$ cat src/amt_regs.svh
`ifndef AMT_REGS_SVH
`define AMT_REGS_SVH

`define AMT_OFF_SUPPRESS 12'h2c2
`define AMT_OFF_LANE_LO 12'h2c4
`define AMT_OFF_LANE_HI 12'h2c5
`define AMT_OFF_TRIM_A_DUAL 12'h310
`define AMT_OFF_TRIM_B_DUAL 12'h313
`define AMT_OFF_TRIM_A_SINA 12'h314
`define AMT_OFF_TRIM_B_SINA 12'h315
`define AMT_OFF_TRIM_A_SINB 12'h31a
`define AMT_OFF_SUMMARY 12'h2c0
`define AMT_OFF_STATUS 12'h2c1
`define AMT_OFF_IRQ_MASK 12'h2c3

`define AMT_SUPPRESS_RST 8'h3f
`define AMT_SUPPRESS_USED 8'h3f
`define AMT_LANE_RST 16'hffff
`define AMT_STATUS_RST 6'h3f
`define AMT_IRQ_MASK_RST 6'h00
`define AMT_BIT_FIFO 5

`endif

$ cat src/amt_pkg.sv
package amt_pkg;
  typedef struct packed {
    logic fifo;
    logic lock_loss;
    logic link;
    logic realign;
    logic oscillator;
    logic divider;
  } amt_alarm_t;

  typedef struct packed {
    logic [11:0] addr;
    logic [7:0] wdata;
    logic wr;
    logic rd;
  } amt_bus_t;
endpackage

$ cat src/amt_regs.sv
// Operation
// - Each of the six suppress bits keeps its alarm out of the summary flag.
// - The suppress register resets to all six bits set, upper bits clear.
// - A 16-bit lane fault register sets bit i on lane i FIFO over/underflow.
// - Writing one to a lane fault bit clears it, writing zero keeps it.
// - A lane condition still present at clear sets the bit again at once.
// - All lane fault bits read one after reset until cleared.
// - Each trim register holds an 8-bit sampling code for one core and mode.
// - Trim registers start with factory codes and are readable and writable.
// - Dual mode uses 0x310 for core A and 0x313 for core B.
// - Single mode uses 0x314, 0x315 and 0x31a for the three core/inputs.
// - The summary flag is one when any unsuppressed alarm status bit is set.
// - The FIFO alarm status is set when any lane FIFO over/underflows.
//
// The plain strobed port was chosen for this implementation.
`timescale 1ns/1ps
`include "amt_regs.svh"

module amt_regs #(
  parameter int LANES = 16,
  parameter logic [7:0] TRIM_A_DUAL_INIT = 8'h00,
  parameter logic [7:0] TRIM_B_DUAL_INIT = 8'h00,
  parameter logic [7:0] TRIM_A_SINA_INIT = 8'h00,
  parameter logic [7:0] TRIM_B_SINA_INIT = 8'h00,
  parameter logic [7:0] TRIM_A_SINB_INIT = 8'h00
) (
  input wire logic i_clk, // 100 MHz register clock
  input wire logic i_rst, // Async reset, active high
  input wire amt_pkg::amt_bus_t i_bus, // Address, data, strobes
  input wire logic [LANES-1:0] i_lane_err, // Lane FIFO over/underflow level
  input wire amt_pkg::amt_alarm_t i_alarm_evt, // Other alarm sources
  input wire logic i_trim_load, // Factory code load pulse
  input wire logic [39:0] i_trim_codes, // Factory codes, A dual lowest
  output logic [7:0] o_rdata, // Read data, cycle after read
  output logic o_summary, // Summary alarm flag
  output logic o_irq, // Level interrupt
  output logic [39:0] o_trims // Applied trim codes
);
  logic [7:0] suppress_reg;
  logic [LANES-1:0] lane_reg;
  logic [5:0] status_reg;
  logic [5:0] irq_mask_reg;
  logic [7:0] trim_reg [5];
  logic [7:0] rdata_reg;
  logic summary_reg;
  logic irq_reg;
  // Factory codes the trims take while reset is held
  localparam logic [39:0] TRIM_INIT = {TRIM_A_SINB_INIT, TRIM_B_SINA_INIT,
    TRIM_A_SINA_INIT, TRIM_B_DUAL_INIT, TRIM_A_DUAL_INIT};

  wire [11:0] addr = i_bus.addr;
  wire wr = i_bus.wr;
  wire [7:0] wd = i_bus.wdata;
  wire sel_sup = addr == `AMT_OFF_SUPPRESS;
  wire sel_lo = addr == `AMT_OFF_LANE_LO;
  wire sel_hi = addr == `AMT_OFF_LANE_HI;
  wire sel_st = addr == `AMT_OFF_STATUS;
  wire sel_im = addr == `AMT_OFF_IRQ_MASK;
  wire [11:0] trim_off [5];
  assign trim_off[0] = `AMT_OFF_TRIM_A_DUAL;
  assign trim_off[1] = `AMT_OFF_TRIM_B_DUAL;
  assign trim_off[2] = `AMT_OFF_TRIM_A_SINA;
  assign trim_off[3] = `AMT_OFF_TRIM_B_SINA;
  assign trim_off[4] = `AMT_OFF_TRIM_A_SINB;

  // Lane write-one-to-clear mask assembled from the two byte addresses
  wire [15:0] lane_w1c16 = {(wr && sel_hi) ? wd : 8'h00,
                            (wr && sel_lo) ? wd : 8'h00};
  wire [LANES-1:0] lane_w1c = lane_w1c16[LANES-1:0];
  wire [LANES-1:0] lane_next = (lane_reg & ~lane_w1c) | i_lane_err;

  // any lane fault drives the FIFO alarm source
  wire [5:0] evt = {i_alarm_evt.fifo | (|i_lane_err),
                    i_alarm_evt.lock_loss, i_alarm_evt.link,
                    i_alarm_evt.realign, i_alarm_evt.oscillator,
                    i_alarm_evt.divider};
  wire [5:0] st_w1c = (wr && sel_st) ? wd[5:0] : 6'h00;
  wire [5:0] status_next = (status_reg & ~st_w1c) | evt;

  // only the six suppress bits gate the summary
  wire [5:0] unsup = status_next & ~suppress_reg[5:0];
  wire summary_next = |unsup;
  wire irq_next = |(status_next & irq_mask_reg);

  logic [7:0] trim_rd;
  always_comb begin
    trim_rd = 8'h00;
    for (int k = 0; k < 5; k++) begin
      if (addr == trim_off[k]) begin
        trim_rd = trim_reg[k];
      end
    end
  end
  wire [15:0] lane16 = 16'(lane_reg);
  wire [7:0] rdata_next =
    !i_bus.rd ? 8'h00 :
    (addr == `AMT_OFF_SUMMARY) ? {7'h00, summary_reg} :
    sel_st ? {2'b00, status_reg} :
    sel_sup ? suppress_reg :
    sel_im ? {2'b00, irq_mask_reg} :
    sel_lo ? lane16[7:0] :
    sel_hi ? lane16[15:8] : trim_rd;

  always_ff @(posedge i_clk or posedge i_rst) begin
    if (i_rst) begin
      // all alarms suppressed out of reset
      suppress_reg <= `AMT_SUPPRESS_RST;
      // lane faults read one after reset
      lane_reg <= LANES'(`AMT_LANE_RST);
      status_reg <= `AMT_STATUS_RST;
      irq_mask_reg <= `AMT_IRQ_MASK_RST;
      rdata_reg <= 8'h00;
      summary_reg <= 1'b0;
      irq_reg <= 1'b0;
    end else begin
      if (wr && sel_sup) begin
        suppress_reg <= wd & `AMT_SUPPRESS_USED;
      end
      if (wr && sel_im) begin
        irq_mask_reg <= wd[5:0];
      end
      lane_reg <= lane_next;
      status_reg <= status_next;
      rdata_reg <= rdata_next;
      summary_reg <= summary_next;
      irq_reg <= irq_next;
    end
  end

  // one code per core and mode
  always_ff @(posedge i_clk or posedge i_rst) begin
    if (i_rst) begin
      for (int k = 0; k < 5; k++) begin
        trim_reg[k] <= TRIM_INIT[k*8 +: 8];
      end
    end else if (i_trim_load) begin
      for (int k = 0; k < 5; k++) begin
        trim_reg[k] <= i_trim_codes[k*8 +: 8];
      end
    end else begin
      for (int k = 0; k < 5; k++) begin
        if (wr && addr == trim_off[k]) begin
          trim_reg[k] <= wd;
        end
      end
    end
  end

  // Applied codes lag the registers by one cycle so the outputs are flops
  logic [39:0] trims_reg;
  always_ff @(posedge i_clk or posedge i_rst) begin
    if (i_rst) begin
      trims_reg <= 40'h0;
    end else begin
      trims_reg <= {trim_reg[4], trim_reg[3], trim_reg[2], trim_reg[1],
                    trim_reg[0]};
    end
  end

  assign o_rdata = rdata_reg;
  assign o_summary = summary_reg;
  assign o_irq = irq_reg;
  assign o_trims = trims_reg;

  lane_clear_a: assert property (
    @(posedge i_clk) disable iff (i_rst)
    (wr && sel_lo && wd[0] && !i_lane_err[0]) |=> !lane_reg[0])
    else $error("lane bit not cleared");
  lane_reset_a: assert property (
    @(posedge i_clk) disable iff (i_rst)
    i_lane_err[0] |=> lane_reg[0])
    else $error("persisting lane fault lost");
  lane_keep_a: assert property (
    @(posedge i_clk) disable iff (i_rst)
    (lane_reg[1] && !(wr && sel_lo && wd[1])) |=> lane_reg[1])
    else $error("lane bit dropped without clear");
  suppress_gate_a: assert property (
    @(posedge i_clk) disable iff (i_rst)
    (suppress_reg[5:0] == 6'h3f) |=> !summary_reg)
    else $error("suppressed alarm reached summary");
  summary_flag_a: assert property (
    @(posedge i_clk) disable iff (i_rst)
    $rose(summary_reg) |-> |($past(status_next) & ~$past(suppress_reg[5:0])))
    else $error("summary set without cause");
  fifo_status_a: assert property (
    @(posedge i_clk) disable iff (i_rst)
    (|i_lane_err) |=> status_reg[`AMT_BIT_FIFO])
    else $error("fifo status missed lane fault");
  reserved_zero_a: assert property (
    @(posedge i_clk) disable iff (i_rst)
    suppress_reg[7:6] == 2'b00)
    else $error("reserved suppress bits set");
  trim_write_a: assert property (
    @(posedge i_clk) disable iff (i_rst)
    (wr && addr == `AMT_OFF_TRIM_B_DUAL && !i_trim_load)
      |=> trim_reg[1] == $past(wd))
    else $error("trim write lost");
  trim_read_a: assert property (
    @(posedge i_clk) disable iff (i_rst)
    (i_bus.rd && addr == `AMT_OFF_TRIM_A_DUAL)
      |=> o_rdata == $past(trim_reg[0]))
    else $error("trim readback wrong");

  lane_hi_clear_a: assert property (
    @(posedge i_clk) disable iff (i_rst)
    (wr && sel_hi && wd[0] && !i_lane_err[8]) |=> !lane_reg[8])
    else $error("lane high byte not cleared");

  lane_top_set_a: assert property (
    @(posedge i_clk) disable iff (i_rst)
    i_lane_err[LANES-1] |=> lane_reg[LANES-1])
    else $error("top lane fault lost");

  lane_zero_keep_a: assert property (
    @(posedge i_clk) disable iff (i_rst)
    (wr && sel_lo && wd == 8'h00) |=> lane_reg[7:0] == $past(lane_reg[7:0]))
    else $error("zero write changed lane bits");

  lane_idle_a: assert property (
    @(posedge i_clk) disable iff (i_rst)
    !wr |=> lane_reg == ($past(lane_reg) | $past(i_lane_err)))
    else $error("lane bits changed without write");

  suppress_write_a: assert property (
    @(posedge i_clk) disable iff (i_rst)
    (wr && sel_sup) |=> suppress_reg == ($past(wd) & 8'h3f))
    else $error("suppress write wrong");

  suppress_hold_a: assert property (
    @(posedge i_clk) disable iff (i_rst)
    !(wr && sel_sup) |=> $stable(suppress_reg))
    else $error("suppress bits changed without write");

  summary_clear_a: assert property (
    @(posedge i_clk) disable iff (i_rst)
    ((status_next & ~suppress_reg[5:0]) == 6'h00) |=> !summary_reg)
    else $error("summary set with all alarms suppressed");

  summary_set_a: assert property (
    @(posedge i_clk) disable iff (i_rst)
    ((status_next & ~suppress_reg[5:0]) != 6'h00) |=> summary_reg)
    else $error("summary missed open alarm");

  status_sticky_a: assert property (
    @(posedge i_clk) disable iff (i_rst)
    (status_reg[5] && !(wr && sel_st && wd[5])) |=> status_reg[5])
    else $error("fifo status dropped without clear");

  status_clear_a: assert property (
    @(posedge i_clk) disable iff (i_rst)
    (wr && sel_st && wd[5] && !i_alarm_evt.fifo && !(|i_lane_err))
      |=> !status_reg[5])
    else $error("fifo status not cleared");

  reserved_read_a: assert property (
    @(posedge i_clk) disable iff (i_rst)
    (i_bus.rd && sel_sup) |=> o_rdata[7:6] == 2'b00)
    else $error("reserved suppress bits read back");

  lane_read_lo_a: assert property (
    @(posedge i_clk) disable iff (i_rst)
    (i_bus.rd && sel_lo) |=> o_rdata == $past(lane_reg[7:0]))
    else $error("lane low byte readback wrong");

  lane_read_hi_a: assert property (
    @(posedge i_clk) disable iff (i_rst)
    (i_bus.rd && sel_hi) |=> o_rdata == $past(lane_reg[15:8]))
    else $error("lane high byte readback wrong");

  trim_load_a: assert property (
    @(posedge i_clk) disable iff (i_rst)
    i_trim_load |=> trim_reg[4] == $past(i_trim_codes[39:32]))
    else $error("factory code load lost");

  trim_hold_a: assert property (
    @(posedge i_clk) disable iff (i_rst)
    (!i_trim_load && !wr) |=> $stable(trim_reg[2]))
    else $error("trim code changed without write");

  trim_sina_a: assert property (
    @(posedge i_clk) disable iff (i_rst)
    (wr && addr == `AMT_OFF_TRIM_B_SINA && !i_trim_load)
      |=> trim_reg[3] == $past(wd))
    else $error("single mode trim write lost");

  trim_apply_a: assert property (
    @(posedge i_clk) disable iff (i_rst)
    1'b1 |=> o_trims[15:8] == $past(trim_reg[1]))
    else $error("applied trim code wrong");
endmodule

$ cat config.mk
export PLATFORM = sky130hd
export DESIGN_NAME = amt_regs
export DESIGN_NICKNAME = d
export VERILOG_FILES = /design/src/amt_pkg.sv /design/src/amt_regs.sv
export VERILOG_INCLUDE_DIRS = /design/src
export SDC_FILE = /design/constraint.sdc
export NUM_CORES = 1
export LEC_CHECK = 0
export ABC_AREA = 1
export BUFFER_PORTS_ARGS = -buffer_cell sky130_fd_sc_hd__buf_4
export CAP_MARGIN = 30
export CORE_ASPECT_RATIO = 0.8
export CORE_MARGIN = 2
export CORE_UTILIZATION = 30
export CTS_CLUSTER_DIAMETER = 150
export DETAILED_ROUTE_END_ITERATION = 8
export REMOVE_ABC_BUFFERS = 1
export SLEW_MARGIN = 15
export SYNTH_ARGS = -nofsm -noshare
export SYNTH_HDL_FRONTEND = slang
export SYNTH_SLANG_ARGS = --single-unit
$ cat constraint.sdc
create_clock -name i_clk -period 3.8 [get_ports i_clk]
set_input_delay 0.19 -clock i_clk [delete_from_list [all_inputs] [get_ports i_clk]]
set_output_delay 0.19 -clock i_clk [all_outputs]
set_load 0.005 [all_outputs]
## Word-level counts from Yosys, hierarchy flattened

Cells that the tools add are included.

| storage, ports and cells | value |
|---|---|
| ROM bits | 0 |
| word-level logic and storage cells | 73 |
| flip-flop bits (word level) | 124 |
| output and inout bits | 50 |
| RAM bits | 0 |
| memories kept | 0 |
| latch bits | 0 |
| input bits | 87 |

| cells by class | value |
|---|---|
| shift-type cells | 0 |
| reductions and logical operators | 18 |
| equal/unequal tests | 11 |
| $mul | 0 |
| $lt $le $gt $ge | 0 |
| add/sub/neg operators | 0 |
| div/mod/pow operators | 0 |
| bitwise gates (word level) | 10 |
| multiplexer cells | 21 |

Operators by type and width:

| operator | number |
|---|---|
| 8-bit 2-to-1 mux | 19 |
| 12-bit by 10-bit == test with 1-bit output (second input constant) | 11 |
| 40-bit 2-to-1 mux | 1 |
| 6-bit AND | 3 |
| 16-bit AND | 1 |
| 16-bit inverter | 1 |
| 16-bit OR | 1 |
| 16-bit OR reduction | 1 |
| 6-bit inverter | 2 |
| 6-bit OR reduction | 2 |
| 1-bit logical AND | 10 |
| 2-bit nonzero test | 5 |
| 6-bit 2-to-1 mux | 1 |
| 6-bit OR | 1 |
| 1-bit OR | 1 |

## Logic depth before layout (Yosys ltp)

| depth | value |
|---|---|
| depth in word-level cells | 13 |
| mapped depth | 16 |
| gate-level depth less buffers | 16 |

## Least setup slack after synthesis

OpenSTA, ideal clock, no wires.

| timing path | value |
|---|---|
| kind | input to register |
| from | input i_bus[16] (netlist bit) |
| to | register trim_reg[1] (netlist bit) |
| data arrival time | 1,254 ps |
| setup time | 132 ps |
| cell stages on the path | 11 |
| path buffers | 1 |
| data required time | 3,668 ps |
| setup slack | 2,414 ps |
| cell sequence | nor2_1 nand2_2 nor2_8 nand2_2 inv_2 nand2_2 nand2_2 inv_2 buf_2 nand2_1 o211ai_1 |

| on the way | value |
|---|---|
| cells in the longest elaborated chain, start to end | 3 |

RTL lines:

| what | RTL line | RTL |
|---|---|---|
| start, declared | amt_regs.sv:29 | `input wire amt_pkg::amt_bus_t i_bus,` |
| 12-bit by 10-bit == test with 1-bit output | amt_regs.sv:142 | `if (wr && addr == trim_off[k]) begin` |
| 1-bit logical AND | amt_regs.sv:142 |  |
| 2-bit nonzero test (no source line) | n/a |  |
| end signal, assigned by index | amt_regs.sv:134 | `trim_reg[k] <= TRIM_INIT[k*8 +: 8];` |
| end signal, assigned by index | amt_regs.sv:138 | `trim_reg[k] <= i_trim_codes[k*8 +: 8];` |
| end signal, assigned by index | amt_regs.sv:143 | `trim_reg[k] <= wd;` |
| end, declared | amt_regs.sv:43 | `logic [7:0] trim_reg [5];` |

No other way between the ends.
A chain may end at the register's enable or synchronous reset.

## Worst setup path in the final report

| timing path | value |
|---|---|
| from | input i_lane_err[3] |
| to | register summary_reg (netlist: o_summary) |

| on the way | value |
|---|---|
| cells in the longest elaborated chain, start to end | 5 |

RTL lines:

| what | RTL line | RTL |
|---|---|---|
| start, declared | amt_regs.sv:30 | `input wire logic [LANES-1:0] i_lane_err,` |
| 16-bit OR reduction | amt_regs.sv:73 | `wire [5:0] evt = {i_alarm_evt.fifo \| (\|i_lane_err),` |
| 1-bit OR | amt_regs.sv:73 |  |
| 6-bit OR | amt_regs.sv:78 | `wire [5:0] status_next = (status_reg & ~st_w1c) \| evt;` |
| net status_next[5] | amt_regs.sv:78 |  |
| 6-bit AND | amt_regs.sv:81 | `wire [5:0] unsup = status_next & ~suppress_reg[5:0];` |
| 6-bit OR reduction | amt_regs.sv:82 | `wire summary_next = \|unsup;` |
| net summary_next | amt_regs.sv:82 |  |
| end signal, assigned | amt_regs.sv:125 | `summary_reg <= summary_next;` |
| end, declared | amt_regs.sv:45 | `logic summary_reg;` |

The timed path passes the listed nets, and every way through them passes these cells.

==> results.md <==
* Final worst-path cycle share at 44.9%
* Crit path max-delay family: simple AND/OR/NAND/NOR gates
* Setup CP Type: primary input to flip-flop
* Largest net degree at the start of global routing at 75
* Nets at 873
* Wire per inst at 16.7 um
* Initial cell density of the core at 30.9%
* Number of global-route vias before repair at 4799
* Fin crit period at 1.71 ns
* Clk slew on worst S/H paths at 0.05 ns
* Post-route DRC at 0
* Via count at 4792
* Die Height at 124 um
* Core Region at 17500 sq um
* CP required at 4.09 ns
* Longest Clk Path Bufs at 2
* Synth area leader: dfrtp_1
* CP Depth at 8
* Top-area cell type share of the netlist area at 44.4%
* Post-synth cell types at 33
* Yosys Warn Count at 0
* Slowest-stage cell, CP: dlygate4sd3_1
* Crit path max fanout at 3
* CTS tree: done
* Worst setup EP type: flip-flop
* Synth top area cells: dfrtp_1 (44%), dfstp_2 (14%), nand2_1 (12%), inv_1 (5.3%), o21ai_0 (5.0%)
* Post-synthesis instance total at 621
* Pleak at 3.63 nW
* First-pass GRT wire length at 26700 um
* Slew of the pin with the lowest slew margin at 0.519 ns
* TNS Setup at 0 ns
* Commonest cells post-synth: nand2_1 (169), dfrtp_1 (96), inv_1 (76)
* Initial DRC Count at 340
* Remaining global-route overflow at 0
* Vias per cell at 4.68
* Pins Over Slew Limit at 0
* CTS Sinks at 124
* Peak supply drop at 0.196 mV
* Cts repair resizes at 0
* Pre-CTS WS at 1.93 ns
* Setup-failing EPs final at 0
* Dpl hpwl at 12900 um
* Final hold viol count at 0
* Critical Path, Cell by Cell: dlygate4sd3_1, buf_4, inv_1, nand4_1, nor4_1, nand3_1, a211oi_1, nand2_1
* Arrival time worst endpoint at 1.99 ns
* Yosys reg bits at 124
* WL final at 17100 um
* Rel. slew slack at 65.3%
* Count leader, synth: nand2_1
* Pwr dens at 462 nW/um^2
* Routability cong. at 0.861
* Worst-Skew Late Latency at 0.42 ns
* GRT Util Overall at 18.8%
* Status: finished clean
* Root Buffer: clkbuf_16
* Setup slack after layout at 2.09 ns
* Buf/Inv on CP at 3
* Share of post-route cells with drive strength above 1 at 29.7%
* Dpl cells at 972
* Area Overhead vs Synth at 39.0%
* Initial antenna violation count at 0
* Cell Rows at 43
* Antenna Cells at 0
* Max-cap viol count at 0
* Port Buffers at 136
* Cell depth of the worst flop-to-flop path at 6
* CP max stage delay at 0.53 ns
* Element type at the critical path start: primary input
* Max Clk Rate at 0.586 GHz
* Die Span X at 154 um
* Initial DRT Pass Iterations at 5
* Antenna Nets Post-Route at 0
* Synth Area per Inst at 8.71 sq um
* Die ar. at 19100 sq um
* CTS Buf Count at 17
* IO Count at 137
* Unrepaired setup endpoints after global routing: false
* H-tree Lvls at 4
* Register area share after synthesis at 58.0%
* Worst Hold Class: primary input to flip-flop
* Post-route insts no fill at 1024
* Post-Syn Area at 5410 sq um
* Clock skew at 0.0102 ns
* Post-synth ARST share at 100%
* Post-synth EDFFs at 0
* Worst hold path depth at 3
* Dominant synthesized flop cell: dfrtp_1
layout by cell type (no fill, tap or decap), types with 5 or more instances in the layout:
master,Yosys,routed
nand4_1,11,11
clkbuf_16,0,17
nor2_2,5,5
nor2_1,40,40
nand2_1,169,169
o211ai_1,10,10
inv_1,76,75
dfstp_2,28,28
nand2_2,12,12
dlygate4sd3_1,0,19
a21oi_1,31,31
buf_4,0,136
a31oi_1,9,9
o21ai_1,12,12
o21ai_0,54,54
inv_2,10,10
dfrtp_1,96,96
nand3_1,19,19
repair_timing:
action                    CTS  global route
buffers inserted            0             0
hold buffers               18             1
hold endpoints to repair   18            23
routing by layer:
metal / GRT usage (%) / part of all wire, % / wire length (um) / vias to the layer above
li1: - / - / - / 2338
met1: 27.4 / 50 / 8530 / 2263
met2: 27.4 / 42 / 7210 / 176
met3: 4.91 / 6.5 / 1110 / 15
met4: 5.84 / 1.4 / 244 / 0
met5: 0 / 0 / 0 / -
kinds of logic after synthesis:
logic type	synth area share, %
buffers and inverters	7.06
AND/OR/NAND/NOR	22.2
AO/OA/AOI/OAI	12.8
flip-flops	58.0
worst paths after layout:
check,slack [ns],from,endpoint
min in group asynchronous,0.29,i_rst,o_rdata[0]
setup / recovery,2.09,i_lane_err[3],o_summary
hold / removal,0.02,i_alarm_evt[1],status_reg[1]
max in group asynchronous,2.60,i_rst,lane16[14]
hold reg to reg,0.38,trim_reg[10],o_trims[26]
setup reg to reg,2.51,trim_reg[33],o_rdata[1]
worst min-delay path: stages:
cell and delay [ns]:
buf_4 0.08, inv_1 0.05, nand2_1 0.08
where the power goes:
group | internal, W | switching (W) | leakage (nW)
clock network | 0.00107 | 0.000609 | 0.296
logic | 0.000162 | 0.000165 | 1.86
registers | 0.00141 | 0.0000610 | 1.47
metrics by stage:
| stage | hold WS, ns | cell area (sq um) | utilization, % | power (W) |
|---|---|---|---|---|
| final | 0.0151 | 7520 | 43.0 | 0.00347 |
| after global placement | 0.358 | 6690 | 38.2 | 0.00180 |
| after global routing | 0.0106 | 7520 | 43.0 | 0.00361 |
| after detailed placement | 0.364 | 6690 | 38.2 | 0.00180 |
| after floorplan | 0.271 | 5360 | - | 0.00158 |
| after CTS | 0.00155 | 7480 | 42.8 | 0.00349 |
layout make-up:
class,count,area (sq um)
Sequential cell,124,3140
Timing Repair Buffer,157,1260
Inverter,89,338
Fill cell,1759,9960
Tap cell,225,282
Clock inverter,13,163
Clock buffer,19,453
Multi-Input combinational cell,397,1890
(Power assumes the default switching activity.)
